File: config.mk
export PLATFORM = sky130hd
export DESIGN_NAME = mba_bus_fabric
export DESIGN_NICKNAME = d
export VERILOG_FILES = /design/src/hw/mba_pkg.sv /design/src/hw/mba_region_port.sv /design/src/hw/mba_bus_fabric.sv
export SDC_FILE = /design/constraint.sdc
export NUM_CORES = 2
export LEC_CHECK = 0
export BUFFER_PORTS_ARGS = -buffer_cell sky130_fd_sc_hd__buf_2
export CELL_PAD_IN_SITES_DETAIL_PLACEMENT = 2
export CELL_PAD_IN_SITES_GLOBAL_PLACEMENT = 2
export CORE_AREA = 2 2 504 506
export DETAILED_ROUTE_END_ITERATION = 10
export DIE_AREA = 0 0 506 508
export MAX_ROUTING_LAYER = met4
export PLACE_DENSITY = 0.52
export SLEW_MARGIN = 20
export SYNTH_ARGS = -nofsm -noshare
export SYNTH_HDL_FRONTEND = slang
export SYNTH_SLANG_ARGS = --single-unit
File: constraint.sdc
create_clock -name clk_sys -period 3.5 [get_ports clk_sys]
set_input_delay 0.875 -clock clk_sys [delete_from_list [all_inputs] [get_ports clk_sys]]
set_output_delay 0.875 -clock clk_sys [all_outputs]
set_load 0.05 [all_outputs]
File: src/hw/mba_pkg.sv
// Constants, address map and types for the memory bus arbiter
package mba_pkg;
    localparam int NREQ = 5;
    localparam int NREG = 10;
    localparam int DW = 32;
    localparam int PROG_AW = 22;
    localparam int DATA_AW = 32;
    localparam int PERIPH_AW = 16;
    localparam int PROT_ALIGN_DEF = 2;

    // Requester index doubles as priority: lower index wins
    localparam logic [2:0] REQ_DWR = 3'h0;
    localparam logic [2:0] REQ_PWR = 3'h1;
    localparam logic [2:0] REQ_DRD = 3'h2;
    localparam logic [2:0] REQ_PRD = 3'h3;
    localparam logic [2:0] REQ_FET = 3'h4;

    localparam logic [3:0] RG_LOWA = 4'h0;
    localparam logic [3:0] RG_LOWB = 4'h1;
    localparam logic [3:0] RG_PF0 = 4'h2;
    localparam logic [3:0] RG_LOCA = 4'h3;
    localparam logic [3:0] RG_LOCB = 4'h4;
    localparam logic [3:0] RG_HIGH = 4'h5;
    localparam logic [3:0] RG_BOOT = 4'h6;
    localparam logic [3:0] RG_PERIPH = 4'h7;
    localparam logic [3:0] RG_OTP = 4'h8;
    localparam logic [3:0] RG_FLASH = 4'h9;
    localparam logic [3:0] RG_NONE = 4'ha;

    localparam logic [31:0] LOWA_LO = 32'h0000_0000;
    localparam logic [31:0] LOWA_HI = 32'h0000_03ff;
    localparam logic [31:0] LOWB_LO = 32'h0000_0400;
    localparam logic [31:0] LOWB_HI = 32'h0000_07ff;
    localparam logic [31:0] PF0_LO = 32'h0000_0800;
    localparam logic [31:0] PF0_HI = 32'h0000_0fff;
    localparam logic [31:0] PF1_LO = 32'h0000_6000;
    localparam logic [31:0] PF1_HI = 32'h0000_6fff;
    localparam logic [31:0] PF2_LO = 32'h0000_7000;
    localparam logic [31:0] PF2_HI = 32'h0000_7fff;
    localparam logic [31:0] LOCA_LO = 32'h0000_8000;
    localparam logic [31:0] LOCA_HI = 32'h0000_8fff;
    localparam logic [31:0] LOCB_LO = 32'h0000_9000;
    localparam logic [31:0] LOCB_HI = 32'h0000_9fff;
    localparam logic [31:0] HIGH_LO = 32'h0000_a000;
    localparam logic [31:0] HIGH_HI = 32'h0000_bfff;
    localparam logic [31:0] OTP_LO = 32'h003d_7800;
    localparam logic [31:0] OTP_HI = 32'h003d_78ff;
    localparam logic [31:0] FLASH_LO = 32'h003f_0000;
    localparam logic [31:0] FLASH_HI = 32'h003f_7fff;
    localparam logic [31:0] PWD_LO = 32'h003f_7ff8;
    localparam logic [31:0] PWD_HI = 32'h003f_7fff;
    localparam logic [31:0] BOOT_LO = 32'h003f_f000;
    localparam logic [31:0] BOOT_HI = 32'h003f_ffff;

    typedef logic [4:0] mba_wait_t;
    localparam mba_wait_t WAIT_ZERO = 5'h00;
    localparam mba_wait_t WAIT_BOOT = 5'h01;
    localparam mba_wait_t WAIT_PF_RD = 5'h02;
    localparam mba_wait_t WAIT_PF_WR = 5'h00;
    localparam mba_wait_t WAIT_PWD = 5'h10;
    localparam mba_wait_t WAIT_OTP_MIN = 5'h01;
    localparam mba_wait_t WAIT_B2B = 5'h01;
    localparam logic PROT_EN_RST = 1'b1;

    typedef enum logic [1:0] {
        MBA_IDLE = 2'b00,
        MBA_ACCESS = 2'b01
    } mba_state_e;

    function automatic logic mba_in(input logic [31:0] a, input logic [31:0] lo,
                                    input logic [31:0] hi);
        mba_in = (a >= lo) && (a <= hi);
    endfunction
endpackage

File: src/hw/mba_region_port.sv
// One target port: fixed priority grant, wait counting, stretch and ordering holdoff
module mba_region_port #(
    parameter bit PERIPH = 1'b0,
    parameter int PROT_ALIGN = mba_pkg::PROT_ALIGN_DEF
) (
    input wire logic clk_sys,
    input wire logic reset_n,
    input wire logic [mba_pkg::NREQ-1:0] req,
    input wire mba_pkg::mba_wait_t [mba_pkg::NREQ-1:0] waitVec,
    input wire logic [mba_pkg::NREQ-1:0][31:0] addrVec,
    input wire logic [mba_pkg::DW-1:0] wrData,
    input wire logic [mba_pkg::NREQ-1:0] wideVec,
    input wire logic [mba_pkg::NREQ-1:0] b2bVec,
    input wire logic [mba_pkg::NREQ-1:0] protVec,
    input wire logic protEnable,
    input wire logic stall,
    output logic accRd,
    output logic accWr,
    output logic accWide,
    output logic [31:0] accAddr,
    output logic [mba_pkg::DW-1:0] accWdata,
    output logic [mba_pkg::NREQ-1:0] finalVec
);
    import mba_pkg::*;

    mba_state_e state_reg;
    logic [2:0] sel_reg;
    mba_wait_t cnt_reg;
    logic b2bCur_reg;
    logic [1:0] lastWr_reg;
    logic [3:0] protCnt_reg;
    logic [2:0] pick;
    logic protHold;
    logic start;
    logic fin;

    function automatic logic [2:0] first_req(input logic [NREQ-1:0] r);
        first_req = 3'h0;
        for (int i = NREQ - 1; i >= 0; i--) begin
            if (r[i]) begin
                first_req = 3'(i);
            end
        end
    endfunction

    always_comb begin
        pick = first_req(req); // RULE15
        protHold = PERIPH && protEnable && protVec[pick] // RULE9
            && (protCnt_reg < 4'(PROT_ALIGN));
        start = (state_reg == MBA_IDLE) && (|req) && !protHold; // RULE21
        fin = (state_reg == MBA_ACCESS) && (cnt_reg == WAIT_ZERO) && !stall; // RULE4
        finalVec = '0;
        if (fin) begin
            finalVec[sel_reg] = 1'b1;
        end
    end

    always_ff @(posedge clk_sys or negedge reset_n) begin
        if (!reset_n) begin
            state_reg <= MBA_IDLE;
            sel_reg <= 3'h0;
            cnt_reg <= WAIT_ZERO;
            b2bCur_reg <= 1'b0;
        end else if (start) begin
            state_reg <= MBA_ACCESS;
            sel_reg <= pick;
            b2bCur_reg <= b2bVec[pick];
            // Second-frame write right after a second-frame write pays one more cycle
            cnt_reg <= mba_wait_t'(waitVec[pick] // RULE3
                + ((b2bVec[pick] && |lastWr_reg) ? WAIT_B2B : WAIT_ZERO));
        end else if (fin) begin
            state_reg <= MBA_IDLE;
        end else if (state_reg == MBA_ACCESS && cnt_reg != WAIT_ZERO) begin
            cnt_reg <= cnt_reg - 5'h01;
        end
    end

    always_ff @(posedge clk_sys or negedge reset_n) begin
        if (!reset_n) begin
            lastWr_reg <= 2'h0;
        end else begin
            // Spans the gap before a held write can be granted again
            lastWr_reg <= {lastWr_reg[0], fin && b2bCur_reg};
        end
    end

    // Holdoff restarts after every grant, so a late write still overtakes
    always_ff @(posedge clk_sys or negedge reset_n) begin
        if (!reset_n) begin
            protCnt_reg <= 4'h0;
        end else begin
            protCnt_reg <= protHold ? protCnt_reg + 4'h1 : 4'h0; // RULE9
        end
    end

    always_ff @(posedge clk_sys or negedge reset_n) begin
        if (!reset_n) begin
            accRd <= 1'b0;
            accWr <= 1'b0;
            accWide <= 1'b0;
            accAddr <= 32'h0;
            accWdata <= '0;
        end else if (start) begin
            accRd <= (pick > REQ_PWR);
            accWr <= (pick <= REQ_PWR);
            accWide <= wideVec[pick]; // RULE20
            accAddr <= addrVec[pick];
            accWdata <= wideVec[pick] ? wrData : {16'h0, wrData[15:0]}; // RULE19
        end else if (fin) begin
            accRd <= 1'b0;
            accWr <= 1'b0;
        end
    end
endmodule

File: src/hw/mba_bus_fabric.sv
// Memory bus fabric: decode, per-target arbitration and peripheral bridge
//
// Overview of operation
// RULE1: Low, local and high RAM and frame zero take zero waits; boot ROM one.
// RULE2: Second and third frames: writes zero waits, reads two waits.
// RULE3: Back-to-back writes to the second frame cost one extra cycle.
// RULE4: A stretching peripheral in the second frame holds the access until released.
// RULE5: Flash password words always take sixteen waits.
// RULE6: OTP waits come from a setting, never below one.
// RULE7: Flash waits come from a setting, zero allowed.
// RULE8: Unprotected, a read may overtake a preceding write to another location.
// RULE9: With protection, reads are held back so the earlier write completes first.
// RULE10: Ordering protection is software settable and on after reset.
// RULE11: Second and third frames form one protected group.
// RULE12: Program bus has 22 address and 32 data bits.
// RULE13: Data read and write buses have 32 address and 32 data bits.
// RULE14: Fetch, data read and data write may proceed together on distinct targets.
// RULE15: Priority is data write, program write, data read, program read, fetch.
// RULE16: Data write and program write never arrive together.
// RULE17: Program read and fetch never arrive together.
// RULE18: Bridge puts read and write paths on one 16-bit-address peripheral bus.
// RULE19: Third frame accesses are 16 bits only.
// RULE20: Second frame accepts 16 and 32-bit accesses.
// RULE21: Same-target contenders: highest priority granted, others stalled.
module mba_bus_fabric #(
    parameter int PROT_ALIGN = mba_pkg::PROT_ALIGN_DEF
) (
    input wire logic clk_sys,
    input wire logic reset_n,
    input wire logic fetchReq,
    input wire logic progReadReq,
    input wire logic [mba_pkg::PROG_AW-1:0] progAddr,
    output logic [mba_pkg::DW-1:0] fetchData,
    output logic [mba_pkg::DW-1:0] progReadData,
    output logic fetchRdy,
    output logic progReadRdy,
    input wire logic dataReadReq,
    input wire logic [mba_pkg::DATA_AW-1:0] dataReadAddr,
    input wire logic dataReadWide,
    output logic [mba_pkg::DW-1:0] dataReadData,
    output logic dataReadRdy,
    input wire logic dataWriteReq,
    input wire logic progWriteReq,
    input wire logic [mba_pkg::DATA_AW-1:0] writeAddr,
    input wire logic [mba_pkg::DW-1:0] writeData,
    input wire logic writeWide,
    output logic dataWriteRdy,
    output logic progWriteRdy,
    input wire logic [3:0] flashWaitCfg,
    input wire logic [3:0] otpWaitCfg,
    input wire logic protectWrite,
    input wire logic protectValue,
    output logic protectEnable,
    output logic [mba_pkg::NREG-1:0] memRd,
    output logic [mba_pkg::NREG-1:0] memWr,
    output logic [mba_pkg::NREG-1:0][31:0] memAddr,
    output logic [mba_pkg::NREG-1:0][mba_pkg::DW-1:0] memWdata,
    input wire logic [mba_pkg::NREG-1:0][mba_pkg::DW-1:0] memRdata,
    output logic [mba_pkg::PERIPH_AW-1:0] periphAddr,
    output logic [mba_pkg::DW-1:0] periphWdata,
    input wire logic [mba_pkg::DW-1:0] periphRdata,
    output logic periphRd,
    output logic periphWr,
    output logic periphWide,
    input wire logic periphStall
);
    import mba_pkg::*;

    logic protEn_reg;
    logic [NREQ-1:0] rdy_reg;
    logic [NREQ-1:0][DW-1:0] data_reg;
    logic [NREQ-1:0][31:0] reqAddr;
    logic [NREQ-1:0] reqRaw;
    logic [NREQ-1:0] reqVld;
    logic [NREQ-1:0] isProg;
    logic [NREQ-1:0][3:0] reqRg;
    mba_wait_t [NREQ-1:0] waitR;
    logic [NREQ-1:0] wideR;
    logic [NREQ-1:0] b2bR;
    logic [NREQ-1:0] protR;
    logic [NREQ-1:0] done;
    logic [NREQ-1:0][DW-1:0] selData;
    logic [NREG-1:0] rRd;
    logic [NREG-1:0] rWr;
    logic [NREG-1:0] rWide;
    logic [NREG-1:0][31:0] rAddr;
    logic [NREG-1:0][DW-1:0] rWdata;
    logic [NREG-1:0][NREQ-1:0] fin;
    logic [NREG-1:0][DW-1:0] rdMux;

    function automatic logic is_pf1(input logic [31:0] a);
        is_pf1 = mba_in(a, PF1_LO, PF1_HI);
    endfunction

    function automatic logic is_pwd(input logic [31:0] a);
        is_pwd = mba_in(a, PWD_LO, PWD_HI);
    endfunction

    // Frames are data space only; program-space hits there fall to no target
    function automatic logic [3:0] region_of(input logic [31:0] a, input logic prog);
        if (mba_in(a, LOWA_LO, LOWA_HI)) region_of = RG_LOWA;
        else if (mba_in(a, LOWB_LO, LOWB_HI)) region_of = RG_LOWB;
        else if (mba_in(a, PF0_LO, PF0_HI)) region_of = prog ? RG_NONE : RG_PF0;
        else if (is_pf1(a) || mba_in(a, PF2_LO, PF2_HI)) // RULE11
            region_of = prog ? RG_NONE : RG_PERIPH;
        else if (mba_in(a, LOCA_LO, LOCA_HI)) region_of = RG_LOCA;
        else if (mba_in(a, LOCB_LO, LOCB_HI)) region_of = RG_LOCB;
        else if (mba_in(a, HIGH_LO, HIGH_HI)) region_of = RG_HIGH;
        else if (mba_in(a, OTP_LO, OTP_HI)) region_of = RG_OTP;
        else if (mba_in(a, FLASH_LO, FLASH_HI)) region_of = RG_FLASH;
        else if (mba_in(a, BOOT_LO, BOOT_HI)) region_of = RG_BOOT;
        else region_of = RG_NONE;
    endfunction

    function automatic mba_wait_t wait_of(input logic [3:0] rg, input logic [31:0] a,
                                          input logic wr, input logic [3:0] fcfg,
                                          input logic [3:0] ocfg);
        case (rg)
            RG_BOOT: wait_of = WAIT_BOOT; // RULE1
            RG_PERIPH: wait_of = wr ? WAIT_PF_WR : WAIT_PF_RD; // RULE2
            RG_OTP: wait_of = ({1'b0, ocfg} < WAIT_OTP_MIN) ? WAIT_OTP_MIN : {1'b0, ocfg}; // RULE6
            RG_FLASH: wait_of = is_pwd(a) ? WAIT_PWD : {1'b0, fcfg}; // RULE5 RULE7
            default: wait_of = WAIT_ZERO; // RULE1
        endcase
    endfunction

    // Shared buses rely on the core never pairing these requests
    assign reqAddr[REQ_DWR] = writeAddr; // RULE16 RULE13
    assign reqAddr[REQ_PWR] = writeAddr;
    assign reqAddr[REQ_DRD] = dataReadAddr; // RULE13
    assign reqAddr[REQ_PRD] = {10'h000, progAddr}; // RULE17 RULE12
    assign reqAddr[REQ_FET] = {10'h000, progAddr};
    assign reqRaw = {fetchReq, progReadReq, dataReadReq, progWriteReq, dataWriteReq};
    assign isProg = 5'b11010;
    // Masking the answered requester for one cycle stops a held request from being served twice in a row
    assign reqVld = reqRaw & ~rdy_reg;

    always_comb begin
        for (int r = 0; r < NREQ; r++) begin
            reqRg[r] = region_of(reqAddr[r], isProg[r]);
            waitR[r] = wait_of(reqRg[r], reqAddr[r], r < 2, flashWaitCfg, otpWaitCfg);
            b2bR[r] = (r < 2) && (reqRg[r] == RG_PERIPH) && is_pf1(reqAddr[r]); // RULE3
            // Reads into the group may be reordered unless held back
            protR[r] = (r >= 2) && (reqRg[r] == RG_PERIPH); // RULE8 RULE11
            wideR[r] = 1'b1;
        end
        wideR[REQ_DWR] = writeWide && !(reqRg[REQ_DWR] == RG_PERIPH && !is_pf1(writeAddr));
        wideR[REQ_PWR] = writeWide && !(reqRg[REQ_PWR] == RG_PERIPH && !is_pf1(writeAddr));
        wideR[REQ_DRD] = dataReadWide && !(reqRg[REQ_DRD] == RG_PERIPH
            && !is_pf1(dataReadAddr)); // RULE19 RULE20
    end

    // Each target arbitrates alone, so different targets run in parallel
    for (genvar g = 0; g < NREG; g++) begin : gRg
        logic [NREQ-1:0] sub;
        always_comb begin
            for (int r = 0; r < NREQ; r++) begin
                sub[r] = reqVld[r] && (reqRg[r] == 4'(g)); // RULE14
            end
        end
        assign rdMux[g] = (g == RG_PERIPH) ? periphRdata : memRdata[g];
        mba_region_port #(
            .PERIPH(g == RG_PERIPH),
            .PROT_ALIGN(PROT_ALIGN)
        ) u_port (
            .clk_sys(clk_sys),
            .reset_n(reset_n),
            .req(sub),
            .waitVec(waitR),
            .addrVec(reqAddr),
            .wrData(writeData),
            .wideVec(wideR),
            .b2bVec(b2bR),
            .protVec(protR),
            .protEnable(protEn_reg),
            .stall((g == RG_PERIPH) ? periphStall : 1'b0),
            .accRd(rRd[g]),
            .accWr(rWr[g]),
            .accWide(rWide[g]),
            .accAddr(rAddr[g]),
            .accWdata(rWdata[g]),
            .finalVec(fin[g])
        );
        if (g == RG_PERIPH) begin : gBridge
            assign memRd[g] = 1'b0;
            assign memWr[g] = 1'b0;
            assign memAddr[g] = 32'h0;
            assign memWdata[g] = '0;
        end else begin : gMem
            assign memRd[g] = rRd[g];
            assign memWr[g] = rWr[g];
            assign memAddr[g] = rAddr[g];
            assign memWdata[g] = rWdata[g];
        end
    end

    // Bridge: one peripheral bus carries both read and write paths
    assign periphAddr = rAddr[RG_PERIPH][PERIPH_AW-1:0]; // RULE18
    assign periphWdata = rWdata[RG_PERIPH];
    assign periphRd = rRd[RG_PERIPH];
    assign periphWr = rWr[RG_PERIPH];
    assign periphWide = rWide[RG_PERIPH];

    always_comb begin
        for (int r = 0; r < NREQ; r++) begin
            done[r] = reqVld[r] && (reqRg[r] == RG_NONE);
            selData[r] = '0;
            for (int g = 0; g < NREG; g++) begin
                if (fin[g][r]) begin
                    done[r] = 1'b1;
                    selData[r] = rdMux[g];
                end
            end
        end
    end

    always_ff @(posedge clk_sys or negedge reset_n) begin
        if (!reset_n) begin
            rdy_reg <= '0;
        end else begin
            rdy_reg <= done;
        end
    end

    // Unmapped reads answer zero rather than hang the core
    always_ff @(posedge clk_sys or negedge reset_n) begin
        if (!reset_n) begin
            data_reg <= '0;
        end else begin
            for (int r = 0; r < NREQ; r++) begin
                if (done[r]) begin
                    data_reg[r] <= selData[r];
                end
            end
        end
    end

    always_ff @(posedge clk_sys or negedge reset_n) begin
        if (!reset_n) begin
            protEn_reg <= PROT_EN_RST; // RULE10
        end else if (protectWrite) begin
            protEn_reg <= protectValue; // RULE10
        end
    end

    assign protectEnable = protEn_reg;
    assign dataWriteRdy = rdy_reg[REQ_DWR];
    assign progWriteRdy = rdy_reg[REQ_PWR];
    assign dataReadRdy = rdy_reg[REQ_DRD];
    assign progReadRdy = rdy_reg[REQ_PRD];
    assign fetchRdy = rdy_reg[REQ_FET];
    assign dataReadData = data_reg[REQ_DRD];
    assign progReadData = data_reg[REQ_PRD];
    assign fetchData = data_reg[REQ_FET];
endmodule

# Word-level counts from Yosys, hierarchy flattened
# Index checks and enable logic that the tools add are counted.
dict set report word_totals {
  wordCells 943
  register_bits 881
}
dict set report classes {
  bitwise_logic 2
  n_lt_le_gt_ge 121
  n_addsub 21
  eq_ne 60
  reduce_logical 257
  n_mux 385
}
# operator count
set ops {}
lappend ops {{$mux 32} 49}
lappend ops {{$bmux 32 s3} 10}
lappend ops {{$mux 5} 53}
lappend ops {{$ge 32x22->1 const B} 8}
lappend ops {{$ge 32x16->1 const B} 6}
lappend ops {{$le 32x16->1 const B} 6}
lappend ops {{$le 32x22->1 const B} 6}
lappend ops {{$logic_and 1x1->1} 163}
lappend ops {{$bmux 5 s3} 10}
lappend ops {{$mux 3} 50}
lappend ops {{$mux 4} 36}
lappend ops {{$ge 32x15->1 const B} 4}
lappend ops {{$le 32x15->1 const B} 4}
lappend ops {{$mux 1} 121}
lappend ops {{$ge 22x22->1 const B} 4}
lappend ops {{$lt 3x4->1 const B} 20}
lappend ops {{$ge 22x16->1 const B} 3}
lappend ops {{$le 22x16->1 const B} 3}
lappend ops {{$le 22x22->1 const B} 3}
lappend ops {{$eq 4x3->1 const B} 16}
lappend ops {{$ge 32x1->1 const B} 2}
lappend ops {{$ge 32x11->1 const B} 2}
lappend ops {{$ge 32x12->1 const B} 2}
lappend ops {{$le 32x10->1 const B} 2}
lappend ops {{other kinds (41)} 263}

# Depth between registers and ports, before layout
dict set report logic_depth {
  depth_word 27
  ltp_mapped 17
}

# Modules after synthesis
# From an unflattened synthesis, not the netlist that was laid out.
dict set report unflattened {
  hier_cells 6756
  area_unflattened_um2 60694.5
}
# mod seq_area_each_um2 area_per_inst_um2 cells_per_inst n_inst
set by_module_without_submodules {}
lappend by_module_without_submodules {{mba_region_port at gRg[1].u_port ...} 1976.9 4858.4 507 6}
lappend by_module_without_submodules {mba_bus_fabric 2553.7 12263.0 1627 1}
lappend by_module_without_submodules {{mba_region_port at gRg[0].u_port} 1976.9 4906.0 522 1}
lappend by_module_without_submodules {{mba_region_port at gRg[7].u_port} 2077.0 4893.4 522 1}
lappend by_module_without_submodules {{mba_region_port at gRg[8].u_port} 1976.9 4892.2 562 1}
lappend by_module_without_submodules {{mba_region_port at gRg[9].u_port} 1976.9 4589.4 481 1}

# Worst setup path after synthesis
# Ideal clock, no wire load.
dict set report synth_path {
  path_kind {input to register}
  from {in writeAddr[20] (netlist bit)}
  to {reg gRg[0].u_port.cnt_reg[1]}
  required_time_ps 3359
  setup_slack_ps -664
  arrival_time_ps 4023
  stages 14
  cell_sequence {or4_4 -> or2_4 -> nor4_4 -> o211ai_2 -> a211oi_2 -> buf_2 -> o21bai_1 -> buf_2 -> nand2_1 -> nor2_1 -> ha_1 -> ha_1 -> mux2i_1 -> o221ai_1}
}
dict set report synth_between {
  elab_chain_len 22
}
# element line
set synth_lines {}
lappend synth_lines {{start: declaration} mba_bus_fabric.sv:44} ;# input wire logic [mba_pkg::DATA_AW-1:0] writeAddr,
lappend synth_lines {{$ge 32x22->1 or $le 32x22->1 (tied branches)} mba_pkg.sv:72} ;# mba_in = (a >= lo) && (a <= hi);
lappend synth_lines {{$logic_and 1x1->1} mba_pkg.sv:72}
lappend synth_lines {{$mux 4} mba_bus_fabric.sv:111} ;# else if (mba_in(a, BOOT_LO, BOOT_HI)) region_of = RG_BOOT;
lappend synth_lines {{$mux 4} mba_bus_fabric.sv:110} ;# else if (mba_in(a, FLASH_LO, FLASH_HI)) region_of = RG_FLASH;
lappend synth_lines {{$mux 4} mba_bus_fabric.sv:109} ;# else if (mba_in(a, OTP_LO, OTP_HI)) region_of = RG_OTP;
lappend synth_lines {{$mux 4} mba_bus_fabric.sv:108} ;# else if (mba_in(a, HIGH_LO, HIGH_HI)) region_of = RG_HIGH;
lappend synth_lines {{$mux 4} mba_bus_fabric.sv:107} ;# else if (mba_in(a, LOCB_LO, LOCB_HI)) region_of = RG_LOCB;
lappend synth_lines {{$mux 4} mba_bus_fabric.sv:106} ;# else if (mba_in(a, LOCA_LO, LOCA_HI)) region_of = RG_LOCA;
lappend synth_lines {{[... 5 more ...]} -}
lappend synth_lines {{$logic_and 1x1->1} mba_bus_fabric.sv:158} ;# sub[r] = reqVld[r] && (reqRg[r] == 4'(g));
lappend synth_lines {{$mux 3 (2 in series)} mba_region_port.sv:40} ;# if (r[i]) begin
lappend synth_lines {{$bmux 1 s3} mba_region_port.sv:70} ;# + ((b2bVec[pick] && |lastWr_reg) ? WAIT_B2B : WAIT_ZERO));
lappend synth_lines {{$mux 1 (implied by the code)} mba_region_port.sv:70}
lappend synth_lines {{$logic_and 1x1->1} mba_region_port.sv:70}
lappend synth_lines {{$mux 1} mba_region_port.sv:70}
lappend synth_lines {{$add 5x5->5} mba_region_port.sv:70}
lappend synth_lines {{$mux 5} mba_region_port.sv:64} ;# end else if (start) begin
lappend synth_lines {{end signal: assignment} mba_region_port.sv:69} ;# cnt_reg <= mba_wait_t'(waitVec[pick]
lappend synth_lines {{end signal: assignment} mba_region_port.sv:74} ;# cnt_reg <= cnt_reg - 5'h01;
lappend synth_lines {{end: declaration} mba_region_port.sv:28} ;# mba_wait_t cnt_reg;
# Several ways; a longest one is shown, not always the timed one. The select of a mux whose other input is x is not followed.
# A chain may end at the register's enable or synchronous reset.

# Worst setup path in the final report
dict set report layout_path {
  from {reg gRg[6].u_port.cnt_reg[0]}
  to {reg data_reg, in the netlist progReadData[11]}
}
dict set report layout_between {
  elab_chain_len 7
}
# element line
set layout_lines {}
lappend layout_lines {{start: declaration} mba_region_port.sv:28}
lappend layout_lines {{start signal: assignment} mba_region_port.sv:69}
lappend layout_lines {{start signal: assignment} mba_region_port.sv:74}
lappend layout_lines {{$logic_not 5->1 *} mba_region_port.sv:51} ;# fin = (state_reg == MBA_ACCESS) && (cnt_reg == WAIT_ZERO) && !stall;
lappend layout_lines {{$logic_and 1x1->1 *} mba_region_port.sv:51}
lappend layout_lines {{$mux 5 *} mba_region_port.sv:53} ;# if (fin) begin
lappend layout_lines {{$mux 32 or $mux 1 (tied branches) (4 in series)} mba_bus_fabric.sv:209} ;# if (fin[g][r]) begin
lappend layout_lines {{end signal: indexed assignment} mba_bus_fabric.sv:232} ;# data_reg[r] <= selData[r];
lappend layout_lines {{end: declaration} mba_bus_fabric.sv:71} ;# logic [NREQ-1:0][DW-1:0] data_reg;
# Mark *: on every way between the ends. The rest lies on a longest branch, timed or not.

==> flow_metrics.env <==
export IMPL_status="finished clean"
export IMPL_place_ws_ns=-0.818
export IMPL_path_buf_inv=5
export IMPL_post_drt_via_cell_ratio=4.82
export IMPL_routabilityCongestion=0.908
export IMPL_floorplan_die_width_um=506
export IMPL_clkSinkCount=871
export IMPL_synth_top_area_cell="dfrtp_1"
export IMPL_drive_above_1_share_pct=33.6
export IMPL_grt_pass1_vias=52600
export IMPL_ys_seq_area_share_pct=47.8
export IMPL_synth_top_area_share_pct=47.8
export IMPL_cts_root_buf="clkbuf_16"
export IMPL_finalSetupViolCount=0
export IMPL_fmax_mhz=288
export IMPL_dp_cells=10000
export IMPL_drt_initial_drc_count=3590
export IMPL_synth_edf_count=0
export IMPL_period_share_pct=99.3
export IMPL_die_h_um=508
export IMPL_synth_warnings=0
export IMPL_numCtsBuffers=112
export IMPL_crit_fanout=30
export IMPL_slew_headroom_pct=16.1
export IMPL_synth_ff_type="dfrtp_1"
export IMPL_hp_class="input port to flop"
export IMPL_pin_count=1303
export IMPL_ant_nets=0
export IMPL_dp_hpwl_um=253000
export IMPL_tns_ns=0
export IMPL_cpMostUsedCell="buf_12"
export IMPL_path_clk_slew_ns=0.06
export IMPL_numPortBuffers=1204
export IMPL_clk_latency_ns=0.81
export IMPL_rsz0062_at_grt="yes"
export IMPL_drv_slew=0
export IMPL_final_cells=10300
export IMPL_worstPathArrival_ns=4.09
export IMPL_grt_first_pass_wirelength_um=444000
export IMPL_drc=0
export IMPL_fin_nets=7305
export IMPL_post_drt_wl_per_cell_um=31.2
export IMPL_ys_ff_latch=871
export IMPL_cp_start_kind="flop"
export IMPL_peakVddDrop_mv=0.410
export IMPL_yosysUniqueCellTypes=107
export IMPL_critPathSlowestCell="nor3_1"
export IMPL_crit_cells=15
export IMPL_skew_ns=0.0794
export IMPL_synth_area_per_cell_um2=8.75
export IMPL_period_needed_ns=3.48
export IMPL_routed_wl_um=321000
export IMPL_largest_reg_flops=320
export IMPL_cts_tree="yes"
export IMPL_clk_path_buf_depth=3
export IMPL_initial_utilization_pct=18.1
export IMPL_path_cells="inv_1, ha_1, nand4bb_1, nor3_1, and3_1, buf_12, nor2_2, buf_12, nand3_1, a211oi_2, buf_12, inv_2, nand3_1, a21oi_1, a21oi_1"
export IMPL_worstMarginPinSlew_ns=1.25
export IMPL_synth_area_leaders="dfrtp_1 (48%), nand2_1 (7.9%), a21oi_1 (4.7%)"
export IMPL_p_leak_nw=32.1
export IMPL_synthArstFlopShare_pct=100
export IMPL_worst_hold_slack_ns=0.347
export IMPL_grt_max_degree=114
export IMPL_dieArea_um2=257000
export IMPL_drt_pre_antenna_iters=8
export IMPL_syn2layout_area_growth_pct=43.1
export IMPL_cap_violations=0
export IMPL_grt_ovfl_total=0
export IMPL_netlist_instances=5207
export IMPL_rows=185
export IMPL_setup_ws_ns=0.0245
export IMPL_slowest_delay_ns=0.50
export IMPL_antenna_found_initial=119
export IMPL_power_density_nw_per_um2=438
export IMPL_reg2reg_depth=15
export IMPL_hold_path_cell_count=2
export IMPL_crit_required_ns=4.11
export IMPL_cp_end_kind="flop"
export IMPL_core_um2=252000
export IMPL_finalHoldViolCount=0
export IMPL_vias=49700
export IMPL_criticalPathCategory="flop to flop"
export IMPL_path_delay_family="simple AND/OR/NAND/NOR gates"
export IMPL_synth_area_um2=45600
export IMPL_htreeDepth=3
export IMPL_grtUsageTotal_pct=24.9
## cells in the final DEF, fill, tap and decap left out, drive strengths merged, types with 13 or more instances in the layout
cell	Yosys	final
ha	35	35
dfrtp	870	870
or3	18	18
and3	29	29
conb	1	67
or4	17	17
a21oi	443	443
diode	0	63
a31oi	54	54
a22o	55	55
a221oi	91	91
o221ai	34	34
nand4	29	29
clkbuf	360	160
o211ai	37	37
nor4b	17	17
nand2	964	964
a221o	53	53
a211oi	60	60
mux2i	54	54
nor4	36	36
nand2b	52	52
o22ai	53	53
a21o	33	33
nor2b	66	66
or2	25	25
mux2	38	38
a222oi	13	13
clkinv	0	26
o21ai	402	402
and2	138	138
nand3	121	121
a22oi	152	152
nor3	116	116
nor2	370	370
inv	63	65
buf	152	1904
## synth_stat cells, drive strengths merged, types with 8 or more instances
| cell type | instances |
|---|---|
| nand2 | 964 |
| and3 | 29 |
| a222oi | 13 |
| nor4b | 17 |
| a31oi | 54 |
| a21oi | 443 |
| a21boi | 10 |
| o221ai | 34 |
| and2 | 138 |
| dfrtp | 870 |
| nor2 | 370 |
| o22ai | 53 |
| mux2i | 54 |
| buf | 152 |
| mux2 | 38 |
| a221oi | 91 |
| o22a | 8 |
| or2 | 25 |
| o21ai | 402 |
| or4 | 17 |
| nor4 | 36 |
| ha | 35 |
| nand3b | 9 |
| a21o | 33 |
| inv | 63 |
| a22o | 55 |
| a221o | 53 |
| a22oi | 152 |
| o31ai | 10 |
| nor3 | 116 |
| a211oi | 60 |
| nand4 | 29 |
| clkbuf | 360 |
| nand2b | 52 |
| or3 | 18 |
| o211ai | 37 |
| xnor2 | 10 |
| nor2b | 66 |
| nand3 | 121 |
## cell type report
type,instances,area (µm²)
Multi-Input combinational cell,3827,22200
Timing Repair Buffer,1905,12800
Inverter,63,236
Tap cell,3366,4210
Antenna cell,63,158
Clock buffer,160,3240
Fill cell,28900,187000
Clock inverter,45,643
Sequential cell,871,21800
## power by group
part | switching [W] | internal (W) | total, W | leakage (nW)
clock network | 0.00523 | 0.00720 | 0.0124 | 1.89
logic | 0.00371 | 0.00135 | 0.00506 | 18.3
registers | 0.000487 | 0.0106 | 0.0111 | 11.9
total | 0.00943 | 0.0191 | 0.0286 | 32.1
## per-layer routing
layer / up-vias / GRT usage [%] / share of wire [%]
met5: - / - / 0
met4: 0 / 6.72 / 3.0
met3: 381 / 6.58 / 7.3
met2: 1848 / 40.6 / 47
met1: 25800 / 30.3 / 42
li1: 21600 / - / -
## kinds of logic (layout without fill, tap and decap cells)
logic type | after synthesis | count (layout) | share of synthesized area (%)
adder cells (fa/ha/maj) | 35 | 35 | 0.961
other | 1 | 130 | 0.00823
AO/OA/AOI/OAI | 1584 | 1584 | 22.7
multiplexers | 92 | 92 | 2.13
XOR/XNOR | 17 | 17 | 0.327
flip-flops | 871 | 871 | 47.8
buffers and inverters | 575 | 2173 | 5.60
AND/OR/NAND/NOR | 2032 | 2032 | 20.4
## per-stage QoR
| step | util, % | instance area, µm² | power, W |
|---|---|---|---|
| global route | 25.8 | 65200 | 0.0297 |
| CTS | 25.8 | 65000 | 0.0290 |
| floorplan | - | 46300 | 0.0138 |
| finish | 25.8 | 65200 | 0.0286 |
| global placement | 24.2 | 61100 | 0.0162 |
| detailed placement | 24.2 | 61100 | 0.0163 |
## path summary, 6_finish.rpt
check                                                   endpoint  slack (ns)                                   from
max in group asynchronous  gRg[9].u_port.accAddr[21]$_DFFE_PN0P_        1.86                                reset_n
max                                 progReadData[11]$_DFFE_PN0P_        0.02   gRg[6].u_port.cnt_reg[0]$_DFFE_PN0P_
min reg2reg                gRg[2].u_port.lastWr_reg[1]$_DFF_PN0_        0.37  gRg[2].u_port.lastWr_reg[0]$_DFF_PN0_
min in group asynchronous           dataReadData[26]$_DFFE_PN0P_        0.55                                reset_n
max reg2reg                         progReadData[11]$_DFFE_PN0P_        0.02   gRg[6].u_port.cnt_reg[0]$_DFFE_PN0P_
min                                    protectEnable$_DFFE_PN1P_        0.35                           protectValue
## timing repair
action	4_1_cts	5_1_grt
pin swaps	0	0
setup endpoints to repair	3	48
hold buffers	1	0
endpoints found under the hold margin	7	0
buffers inserted	0	2
gates resized for setup	3	6
Note: power is estimated with default switching activity, not from simulation.
